`config.mk`:
```
export PLATFORM = sky130hd
export DESIGN_NAME = dynamic_bus_width_adapter
export DESIGN_NICKNAME = d
export VERILOG_FILES = /design/src/width_adapter_pkg.sv /design/src/lane_select.sv /design/src/dynamic_bus_width_adapter.sv
export SDC_FILE = /design/constraint.sdc
export NUM_CORES = 1
export LEC_CHECK = 0
export BUFFER_PORTS_ARGS = -buffer_cell sky130_fd_sc_hd__buf_4
export CAP_MARGIN = 15
export CORE_ASPECT_RATIO = 0.75
export CORE_MARGIN = 2
export CORE_UTILIZATION = 58
export CTS_CLUSTER_DIAMETER = 50
export DETAILED_ROUTE_END_ITERATION = 12
export PLACE_DENSITY = 0.8
export REMOVE_ABC_BUFFERS = 1
export SLEW_MARGIN = 20
export SYNTH_ARGS = -nofsm -noshare
export SYNTH_HDL_FRONTEND = slang
export SYNTH_SLANG_ARGS = --single-unit
```
`constraint.sdc`:
```
create_clock -name mclk -period 7.7 [get_ports mclk]
set_input_delay 1.54 -clock mclk [delete_from_list [all_inputs] [get_ports mclk]]
set_output_delay 1.54 -clock mclk [all_outputs]
set_load 0.02 [all_outputs]
```
`src/width_adapter_pkg.sv`:
```
// Purpose: Shared constants for the dynamic bus width adapter
// Assumes: Byte enables and size inputs are active low
// Notes:   Lane and width figures and the cycle state type; no registers
package width_adapter_pkg;
    localparam int unsigned DATA_W      = 32;
    localparam int unsigned LANES       = 4;
    localparam int unsigned LANE_W      = 8;
    localparam int unsigned ADDR_W      = 30;
    localparam int unsigned OFF_W       = 2;
    localparam int unsigned LINE_BYTES  = 16;
    localparam int unsigned WORD_BYTES  = 4;
    localparam logic [3:0]  BE_NONE     = 4'hF;
    localparam logic [3:0]  BE_ALL      = 4'h0;
    localparam logic [3:0]  LOW_HALF    = 4'h3;
    localparam logic [3:0]  HIGH_HALF   = 4'hC;
    localparam logic [1:0]  OFF_ZERO    = 2'h0;

    typedef enum logic [1:0]
    {
        st_idle  = 2'h0,
        st_bus   = 2'h1,
        st_done  = 2'h3
    } cycle_state_type;
endpackage : width_adapter_pkg

```
`src/lane_select.sv`:
```
// Purpose: Narrows an active-low byte-enable set to the lanes one bus cycle moves
// Assumes: Enable set is contiguous and not empty
// Notes:   Purely combinational
`timescale 1ns/1ns
module lane_select
(
    // Requested lanes, active low
    input  wire logic [3:0] want_n,
    // Bus size inputs, already synchronised
    input  wire logic       size8_n,
    input  wire logic       size16_n,
    // Lanes moved this cycle, active low
    output logic      [3:0] take_n
);
    logic [3:0] want;
    logic [3:0] take;
    logic [3:0] lowest;

    always_comb
    begin
        want   = ~want_n;
        lowest = want & (~want + 4'h1);
        take   = want;
        if (!size8_n)
        begin
            take = lowest;
        end
        else if (!size16_n)
        begin
            if ((want & ~width_adapter_pkg::HIGH_HALF) != 4'h0)
            begin
                take = want & ~width_adapter_pkg::HIGH_HALF;
            end
            else
            begin
                take = want & width_adapter_pkg::HIGH_HALF;
            end
        end
        take_n = ~take;
    end
endmodule : lane_select

```
`src/dynamic_bus_width_adapter.sv`:
```
// Purpose: Splits processor transfers into cycles sized for 32-, 16- and 8-bit buses
// Assumes: Decoder drives the size inputs and ready for every cycle
// Notes:   One transfer in flight; narrow splits walk low lanes first
`timescale 1ns/1ns
module dynamic_bus_width_adapter
#(
    parameter int unsigned LINE_BYTES = width_adapter_pkg::LINE_BYTES
)
(
    // Clock and reset
    input  wire logic        mclk,
    input  wire logic        nrst,
    // Request side
    input  wire logic        req_valid,
    input  wire logic        req_write,
    input  wire logic        req_fill,
    input  wire logic [31:0] req_addr,
    input  wire logic [2:0]  req_len,
    input  wire logic [31:0] req_wdata,
    output logic             req_ready,
    output logic             rsp_valid,
    output logic      [31:0] rsp_rdata,
    // Processor bus
    output logic             bus_start,
    output logic             bus_write,
    output logic      [29:0] word_address_lines,
    output logic      [3:0]  byte_lane_enables_n,
    output logic      [31:0] bus_wdata,
    input  wire logic [31:0] bus_rdata,
    input  wire logic        bus_ready_n,
    input  wire logic        narrow8_size_n,
    input  wire logic        narrow16_size_n
);
    // Pin synchronisers
    logic [1:0] s8_sync_reg,  s8_sync_next;
    logic [1:0] s16_sync_reg, s16_sync_next;
    logic [1:0] rdy_sync_reg, rdy_sync_next;
    logic [31:0] din_sync1_reg, din_sync2_reg;

    always_comb
    begin
        s8_sync_next  = {s8_sync_reg[0], narrow8_size_n};
        s16_sync_next = {s16_sync_reg[0], narrow16_size_n};
        rdy_sync_next = {rdy_sync_reg[0], bus_ready_n};
    end

    always_ff @(posedge mclk)
    begin
        if (!nrst)
        begin
            s8_sync_reg   <= 2'h3;
            s16_sync_reg  <= 2'h3;
            rdy_sync_reg  <= 2'h3;
            din_sync1_reg <= 32'h0;
            din_sync2_reg <= 32'h0;
        end
        else
        begin
            s8_sync_reg   <= s8_sync_next;
            s16_sync_reg  <= s16_sync_next;
            rdy_sync_reg  <= rdy_sync_next;
            din_sync1_reg <= bus_rdata;
            din_sync2_reg <= din_sync1_reg;
        end
    end

    wire logic size8_n  = s8_sync_reg[1];
    wire logic size16_n = s16_sync_reg[1];
    wire logic ready    = ~rdy_sync_reg[1];

    // Transfer state
    width_adapter_pkg::cycle_state_type state_reg, state_next;
    logic [29:0] addr_reg, addr_next;
    logic [3:0]  want_reg, want_next;      // pending lanes, active low
    logic [3:0]  tail_reg, tail_next;      // low word part still owed
    logic        tail_pend_reg, tail_pend_next;
    logic [5:0]  fill_left_reg, fill_left_next;
    logic        fill_reg, fill_next, write_reg, write_next;
    logic [63:0] wshift_reg, wshift_next;
    logic [63:0] rbuf_reg, rbuf_next;
    logic        hi_word_reg, hi_word_next;
    logic        start_reg, start_next;
    logic        rsp_reg, rsp_next;
    logic [31:0] rsp_data_reg, rsp_data_next;
    logic [3:0]  be_out_reg, be_out_next;
    logic [31:0] wd_out_reg, wd_out_next;
    logic [29:0] addr_out_reg, addr_out_next;
    logic        write_out_reg, write_out_next;

    logic [3:0] take_n;
    logic [3:0] mask_lo, mask_hi;
    logic [4:0] span;
    logic [5:0] line_bytes_c;

    lane_select u_lane_select
    (
        .want_n   (want_reg),
        .size8_n  (size8_n),
        .size16_n (size16_n),
        .take_n   (take_n)
    );

    function automatic logic [31:0] lane_mask(input logic [3:0] be_n);
        logic [31:0] m;
        m = 32'h0;
        for (int i = 0; i < 4; i++)
        begin
            m[i*8 +: 8] = be_n[i] ? 8'h00 : 8'hFF;
        end
        return m;
    endfunction : lane_mask

    always_comb
    begin
        state_next     = state_reg;
        addr_next      = addr_reg;
        want_next      = want_reg;
        tail_next      = tail_reg;
        tail_pend_next = tail_pend_reg;
        fill_left_next = fill_left_reg;
        fill_next      = fill_reg;
        write_next     = write_reg;
        wshift_next    = wshift_reg;
        rbuf_next      = rbuf_reg;
        hi_word_next   = hi_word_reg;
        start_next     = 1'b0;
        rsp_next       = 1'b0;
        rsp_data_next  = rsp_data_reg;
        be_out_next    = be_out_reg;
        wd_out_next    = wd_out_reg;
        addr_out_next  = addr_out_reg;
        write_out_next = write_out_reg;
        line_bytes_c   = 6'(LINE_BYTES);
        span           = 5'(req_addr[1:0]) + 5'(req_len);
        mask_lo        = 4'h0;
        mask_hi        = 4'h0;
        for (int i = 0; i < 4; i++)
        begin
            mask_lo[i] = (5'(i) >= 5'(req_addr[1:0])) && (5'(i) < span);
            mask_hi[i] = (5'(i) + 5'(width_adapter_pkg::WORD_BYTES) < span);
        end
        unique case (state_reg)
            width_adapter_pkg::st_idle:
            begin
                if (req_valid)
                begin
                    fill_next    = req_fill;
                    write_next   = req_write;
                    wshift_next  = {32'h0, req_wdata} << {req_addr[1:0], 3'h0};
                    rbuf_next    = 64'h0;
                    fill_left_next = line_bytes_c;
                    if (req_fill)
                    begin
                        addr_next      = {req_addr[31:4], 2'h0};
                        want_next      = width_adapter_pkg::BE_ALL;
                        tail_pend_next = 1'b0;
                        hi_word_next   = 1'b0;
                    end
                    else if (mask_hi != 4'h0)
                    begin
                        addr_next      = req_addr[31:2] + 30'h1;
                        want_next      = ~mask_hi;
                        tail_next      = ~mask_lo;
                        tail_pend_next = 1'b1;
                        hi_word_next   = 1'b1;
                    end
                    else
                    begin
                        addr_next      = req_addr[31:2];
                        want_next      = ~mask_lo;
                        tail_pend_next = 1'b0;
                        hi_word_next   = 1'b0;
                    end
                    state_next = width_adapter_pkg::st_done;
                end
            end
            width_adapter_pkg::st_done:
            begin
                // Launch a cycle with the pending lanes
                be_out_next = want_reg;
                wd_out_next = (hi_word_reg ? wshift_reg[63:32] : wshift_reg[31:0])
                              & lane_mask(want_reg);
                start_next  = 1'b1;
                // Cycle definition stands until the next launch
                addr_out_next  = addr_reg;
                write_out_next = write_reg;
                state_next  = width_adapter_pkg::st_bus;
            end
            width_adapter_pkg::st_bus:
            begin
                if (ready)
                begin
                    if (hi_word_reg)
                    begin
                        rbuf_next[63:32] = (rbuf_reg[63:32] & ~lane_mask(take_n))
                                           | (din_sync2_reg & lane_mask(take_n));
                    end
                    else
                    begin
                        rbuf_next[31:0] = (rbuf_reg[31:0] & ~lane_mask(take_n))
                                          | (din_sync2_reg & lane_mask(take_n));
                    end
                    if (fill_reg)
                    begin
                        fill_left_next = fill_left_reg - 6'($countones(~take_n));
                    end
                    if (take_n != want_reg)
                    begin
                        want_next  = want_reg | ~take_n;
                        state_next = width_adapter_pkg::st_done;
                    end
                    else if (fill_reg && fill_left_next != 6'h0)
                    begin
                        addr_next  = addr_reg + 30'h1;
                        want_next  = width_adapter_pkg::BE_ALL;
                        state_next = width_adapter_pkg::st_done;
                    end
                    else if (tail_pend_reg)
                    begin
                        addr_next      = addr_reg - 30'h1;
                        want_next      = tail_reg;
                        tail_pend_next = 1'b0;
                        hi_word_next   = 1'b0;
                        state_next     = width_adapter_pkg::st_done;
                    end
                    else
                    begin
                        rsp_next      = 1'b1;
                        rsp_data_next = 32'(rbuf_next >> {req_addr[1:0], 3'h0});
                        state_next    = width_adapter_pkg::st_idle;
                    end
                end
            end
            default:
            begin
                state_next = width_adapter_pkg::st_idle;
            end
        endcase
    end

    always_ff @(posedge mclk)
    begin
        if (!nrst)
        begin
            state_reg     <= width_adapter_pkg::st_idle;
            addr_reg      <= 30'h0;
            want_reg      <= width_adapter_pkg::BE_NONE;
            tail_reg      <= width_adapter_pkg::BE_NONE;
            tail_pend_reg <= 1'b0;
            fill_left_reg <= 6'h0;
            fill_reg      <= 1'b0;
            write_reg     <= 1'b0;
            wshift_reg    <= 64'h0;
            rbuf_reg      <= 64'h0;
            hi_word_reg   <= 1'b0;
            start_reg     <= 1'b0;
            rsp_reg       <= 1'b0;
            rsp_data_reg  <= 32'h0;
            be_out_reg    <= width_adapter_pkg::BE_NONE;
            wd_out_reg    <= 32'h0;
            addr_out_reg  <= 30'h0;
            write_out_reg <= 1'b0;
        end
        else
        begin
            state_reg     <= state_next;
            addr_reg      <= addr_next;
            want_reg      <= want_next;
            tail_reg      <= tail_next;
            tail_pend_reg <= tail_pend_next;
            fill_left_reg <= fill_left_next;
            fill_reg      <= fill_next;
            write_reg     <= write_next;
            wshift_reg    <= wshift_next;
            rbuf_reg      <= rbuf_next;
            hi_word_reg   <= hi_word_next;
            start_reg     <= start_next;
            rsp_reg       <= rsp_next;
            rsp_data_reg  <= rsp_data_next;
            be_out_reg    <= be_out_next;
            wd_out_reg    <= wd_out_next;
            addr_out_reg  <= addr_out_next;
            write_out_reg <= write_out_next;
        end
    end

    // Request side must hold address and length until the response
    logic ready_out_reg;
    always_ff @(posedge mclk)
    begin
        if (!nrst)
        begin
            ready_out_reg <= 1'b0;
        end
        else
        begin
            ready_out_reg <= (state_next == width_adapter_pkg::st_idle);
        end
    end

    assign req_ready           = ready_out_reg;
    assign rsp_valid           = rsp_reg;
    assign rsp_rdata           = rsp_data_reg;
    assign bus_start           = start_reg;
    assign bus_write           = write_out_reg;
    assign word_address_lines  = addr_out_reg;
    assign byte_lane_enables_n = be_out_reg;
    assign bus_wdata           = wd_out_reg;
endmodule : dynamic_bus_width_adapter

```
Yosys cells after proc, flatten, opt, wreduce, memory -nomap -nowiden
Index checks and enable logic that the tools add are counted.
{"block": "word_totals", "register_bits": 350, "wordCells": 160, "memories": 0, "inputBits": 107, "latchBits": 0, "mem_bits_rw": 0, "output_inout_bits": 102, "rom_bits": 0}
{"block": "op_classes", "multipliers": 0, "bitwise_logic": 22, "n_addsub": 9, "n_mux": 63, "n_reduce_logical": 19, "eq_ne": 10, "n_div": 0, "magnitude_cmp": 11, "shifts": 2}
{"cell": "$mux 32", "n": 7}
{"cell": "$mux 30", "n": 7}
{"cell": "$and 32x32->32", "n": 4}
{"cell": "$mux 64", "n": 2}
{"cell": "$pmux 64 s2", "n": 1}
{"cell": "$mux 8", "n": 8}
{"cell": "$or 32x32->32", "n": 2}
{"cell": "$shl 32x5->64", "n": 1}
{"cell": "$shr 64x5->32", "n": 1}
{"cell": "$add 30x1->30 const B", "n": 2}
{"cell": "$pmux 30 s2", "n": 1}
{"cell": "$mux 4", "n": 10}
{"cell": "$not 32->32", "n": 1}
{"cell": "$mux 6", "n": 5}
{"cell": "$sub 30x1->30 const B", "n": 1}
{"cell": "$not 4->4", "n": 6}
{"cell": "$lt 3x4->1 const A", "n": 4}
{"cell": "$reduce_and 5->1", "n": 3}
{"cell": "$mux 1", "n": 12}
{"cell": "$pmux 6 s2", "n": 1}
{"cell": "$mux 2", "n": 5}
{"cell": "$ne 2x2->1 const B", "n": 5}
{"cell": "$lt 1x4->1 const A", "n": 2}
{"cell": "$lt 2x4->1 const A", "n": 2}
{"cell": "other kinds (28)", "n": 43}

Depth between registers and ports, before layout
{"block": "logic_depth", "ltp_word": 20, "mapped_depth": 24, "mapped_depth_nobuf": 23}

Cells and area by module
Synthesis repeated with hierarchy kept, for this count alone.
{"block": "unflattened", "cells_unflattened": 1867, "area_unflattened_um2": 16096.7}
{"module": "dynamic_bus_width_adapter", "seq_area_each_um2": 6686.4, "area_each_um2": 16045.4, "cells_each": 1859, "instances": 1}
{"module": "lane_select", "seq_area_each_um2": 0.0, "area_each_um2": 51.3, "cells_each": 8, "instances": 1}

Worst setup path after synthesis
Ideal clock, no wire load.
{"block": "synth_path", "path_kind": "flip-flop to flip-flop", "startpoint": "register want_reg[0]", "endpoint": "register addr_reg[23]", "period_less_slack_ns": 6.224, "setup_ns": 0.122, "stages_incl_launch_ff": 22, "arrival_time_ns": 6.102, "t_required_ns": 7.578, "n_path_buf": 1, "setup_slack_ns": 1.476, "cell_sequence": "dfxtp_1 buf_2 o21ai_0 fa_1 fa_1 inv_1 fa_1 inv_1 ha_1 o21a_1 or3_1 a31o_2 o21ai_4 ha_1 and3_1 nor2b_1 o31ai_1 o21ai_1 o21a_1 or4b_1 a21oi_1 o21ai_0"}
{"block": "synth_via", "elab_chain_len": 19, "elab_cells_between_ends": 27, "cone_classes": "add/sub: 5; eq/ne: 3; mux: 10; bitwise: 5; reduce/logical: 4"}
{"element": "start: declaration", "line": "dynamic_bus_width_adapter.sv:74", "text": "logic [3:0] want_reg, want_next;"}
{"element": "start signal: assignment", "line": "dynamic_bus_width_adapter.sv:247", "text": "want_reg <= width_adapter_pkg::BE_NONE;"}
{"element": "start signal: assignment", "line": "dynamic_bus_width_adapter.sv:268", "text": "want_reg <= want_next;"}
{"element": "$not 4->4", "line": "lane_select.sv:21", "text": "want = ~want_n;"}
{"element": "$not 4->4 or $reduce_bool 4->1 (tied branches)", "line": "lane_select.sv:22, lane_select.sv:30"}
{"element": "$add 4x1->4 or $mux 4 (tied branches)", "line": "lane_select.sv:22, lane_select.sv:30"}
{"element": "$and 4x4->4 or $mux 4 (tied branches)", "line": "lane_select.sv:22, lane_select.sv:28"}
{"element": "$mux 4", "line": "lane_select.sv:24", "text": "if (!size8_n)"}
{"element": "$not 4->4", "line": "lane_select.sv:39", "text": "take_n = ~take;"}
{"element": "$not 4->4", "line": "dynamic_bus_width_adapter.sv:205", "text": "fill_left_next = fill_left_reg - 6'($countones(~take_n));"}
{"element": "$add 1x1->2 (implied by the code)", "line": "dynamic_bus_width_adapter.sv:205"}
{"element": "(+3 left out)"}
{"element": "$mux 6", "line": "dynamic_bus_width_adapter.sv:191", "text": "if (ready)"}
{"element": "$mux 6", "line": "dynamic_bus_width_adapter.sv:142", "text": "unique case (state_reg)"}
{"element": "$reduce_bool 6->1", "line": "dynamic_bus_width_adapter.sv:212", "text": "else if (fill_reg && fill_left_next != 6'h0)"}
{"element": "$logic_and 1x1->1", "line": "dynamic_bus_width_adapter.sv:212"}
{"element": "$mux 30", "line": "dynamic_bus_width_adapter.sv:212"}
{"element": "$mux 30", "line": "dynamic_bus_width_adapter.sv:207", "text": "if (take_n != want_reg)"}
{"element": "$mux 30", "line": "dynamic_bus_width_adapter.sv:191"}
{"element": "$pmux 30 s2", "line": "dynamic_bus_width_adapter.sv:142"}
{"element": "end signal: assignment", "line": "dynamic_bus_width_adapter.sv:267", "text": "addr_reg <= addr_next;"}
{"element": "end: declaration", "line": "dynamic_bus_width_adapter.sv:73", "text": "logic [29:0] addr_reg, addr_next;"}
Parallel ways exist; a longest one is shown, timed or not. The select of a mux whose other input is x is not followed.
A chain may end at the register's enable or synchronous reset.

Final worst setup path
{"block": "layout_path", "startpoint": "register want_reg[0]", "endpoint": "register addr_reg[26]"}
Same word-level chain as after synthesis.

==> qor.txt <==
Clk root buf - clkbuf_16
Port Buffers - 208
Final nets - 2153
Final Util - 70.0%
Post-CTS Resized - 0
Die Y-Extent - 149 µm
Synth Warn # - 0
Register area - 6690 µm²
N_diodes - 0
Internal power - 3.34 mW
Worst reg2reg path depth - 20
Slowest Stage Delay on Critical Path - 690 ps
Fmax - 0.143 GHz
Min Tclk post-route - 6970 ps
HP Start - rdy_sync_reg[0]
Iter 0 DRT Violations - 1208
TritonCTS sink count - 334
Worst r2r src - want_reg[0]
Post-DR vias/cell - 6.14
CTS H-Tree Depth - 2
Max-cap violations - 0
Area occupied by multi-input gates - 8950 µm²
Yosys cell types - 75
Hold_buf cts - 0
Top cells by area, synth - dfxtp_1 (41%), mux2i_1 (6.2%), nor2_1 (5.9%), a21oi_1 (5.8%), nand2_1 (3.7%)
Vias in the first global route - 13800
Routed wire length per instance - 19.3 µm
Mapped Area - 16200 µm²
Share of the synthesized area in the top cell type - 41.2%
Hold Path End - rdy_sync_reg[1]
Post-Syn Area per Cell - 8.69 µm²
TNS Setup - 0 ps
CTS tree - done
Data required, critical path - 8050 ps
Hold Path Class - reg -> reg
CP endpoint kind - flip-flop
Global placer's final weighted congestion - 1.01
Total grt overflow - 0
Crit Path Category - reg -> reg
CTS Buf Count - 35
Top post-synthesis cells by count - dfxtp_1 (334), nor2_1 (255), a21oi_1 (187)
Comb pwr share - 23.8%
Startpoint types - flip-flop
Seq cells post-synth - 334
Area grow syn2layout - 17.7%
# rows - 52
Number of synthesized flops with an enable pin - 0
Area leader, netlist - dfxtp_1
Maximum clock insertion buffer count - 3
Fin crit share - 90.5%
Placed Cells - 2315
Post-route ant nets - 0
RSZ-0062 raised after global routing - false
Worst r2r dst - addr_reg[26]
CTS clk-pin slew, worst paths - 60 ps
Status - completed
First-pass GRT wire length - 72300 µm
Reg-to-reg setup timing slack - 730 ps
Most frequent cell after synthesis - dfxtp_1
Fraction of power spent switching nets - 30.4%
Seq/Total Area, Yosys - 41.2%
Total core area - 27300 µm²
DIE AREA - 29300 µm²
Critical path peak fanout - 25
Static leakage - 7.51 nW
Initial Util - 59.5%
Worst slew pin tran - 1200 ps
Sequential power share - 38.9%
Largest net degree at the start of global routing - 94
Drt first pass iters - 6
Clock latency at the later pin of the worst-skew pair - 520 ps
Drt total wl - 45800 µm
Routed via count - 14600
Final hold violation count - 0
Final Power - 4.80 mW
Top FF cell, synth - dfxtp_1
Total Routing Usage GR - 30.8%
Total setup buffers inserted after CTS - 0
Fin cells - 2375
DRC - 0
Clock power share - 37.3%
Gate count after technology mapping - 1865
Slew HR - 20.0%
Critical path, cell by cell - o21ai_0 > fa_1 > fa_1 > inv_1 > fa_1 > inv_1 > ha_1 > o21a_1 > o31ai_1 > nand4b_1 > o21ai_4 > ha_1 > nor2b_1 > o31ai_1 > a31oi_1 > o211ai_1 > nand2_1 > a21oi_1 > mux2i_1 > a31oi_1
Ports - 209
Share of layout cells above drive strength 1 - 18.5%
Sw power - 1.46 mW
HPWL Detailed - 31300 µm
Top delay family on crit path - compound AO/OA/AOI/OAI gates
Number of buffers and inverters on the critical path - 2
Fraction of registers with async set/reset - 0%
Count of final setup violators - 0
Critical Path AT - 7320 ps
Filler instances - 2073
Max Clock Skew - 17.0 ps
Peak VDD IR - 0.000134 V
Initial antenna violation count - 0
Die width - 197 µm
Crit-path slowest cell - o21ai_4
Max-slew violations - 0
Pwr dens - 251 nW/µm²
WHS Path Cells - 1
Most frequent CP cell - fa_1
kinds of logic after synthesis:
family          after synthesis  synth area share, %
mux                         159                 11.4
xor+xnor                     44                 2.42
simple gates                669                 19.1
flops                       334                 41.2
fa+ha+maj                    46                 3.81
compound gates              459                 18.3
buf+inv                     154                 3.76
through the flow:
| stage | worst slack [ps] | hold slack (ps) | instance area [µm²] |
|---|---|---|---|
| final | 729 | 412 | 19100 |
| after CTS | 783 | 416 | 19100 |
| after floorplan | 851 | 386 | 15700 |
| after global routing | 281 | 440 | 19100 |
| after global placement | 1100 | 396 | 17900 |
| after detailed placement | 864 | 400 | 17900 |
worst max path at each step:
stage,start,cells after the start,to
5_1_grt,want_reg[0],20,addr_reg[28]
6_report,want_reg[0],20,addr_reg[26]
3_3_place_gp,want_reg[0],23,addr_reg[26]
3_5_place_dp,want_reg[0],20,addr_reg[26]
4_1_cts,want_reg[0],20,addr_reg[26]
2_1_floorplan,want_reg[0],14,rsp_rdata[0]
power groups by stage:
stage / clock (mW) / sequential, mW / combinational [mW]
2_1_floorplan: 0 / 1.89 / 0.781
3_3_place_gp: 0 / 1.90 / 1.09
3_5_place_dp: 0 / 1.90 / 1.11
4_1_cts: 1.80 / 1.86 / 1.13
5_1_grt: 1.87 / 1.87 / 1.26
6_report: 1.79 / 1.87 / 1.14
layout by cell type, fill, tap and decap left out, drive strengths merged, types with 57 or more instances in the layout:
master and count:
a22oi 60, dfxtp 334, nand2 160, nor2 260
mux2i 101, o21ai 57, a21oi 187, and2 71
a211oi 61, buf 224
worst register-to-register path: stages (launching register included):
cell and delay [ps]:
dfxtp_1 400, o21ai_0 530, fa_1 550, fa_1 510, inv_1 50, fa_1 510
inv_1 80, ha_1 200, o21a_1 230, o31ai_1 260, nand4b_1 290, o21ai_4 690
ha_1 420, nor2b_1 170, o31ai_1 320, a31oi_1 190, o211ai_1 310, nand2_1 240
a21oi_1 490, mux2i_1 250, a31oi_1 100
final cells by class:
| class | instances | area share, % |
|---|---|---|
| clock buffer | 48 | 5.43 |
| clock inverter | 12 | 0.977 |
| inverter | 29 | 0.596 |
| multi-input combinational | 1377 | 46.9 |
| sequential | 334 | 35.0 |
| tap | 351 | 2.30 |
| timing repair buffer | 224 | 8.81 |
routing by layer:
metal  routed length (µm)  global-route usage, %
met5                    0                      0
met1                20500                   44.1
met3                 3830                   4.16
met4                 1080                   9.85
met2                20400                   48.5
(Power assumes the default switching activity.)
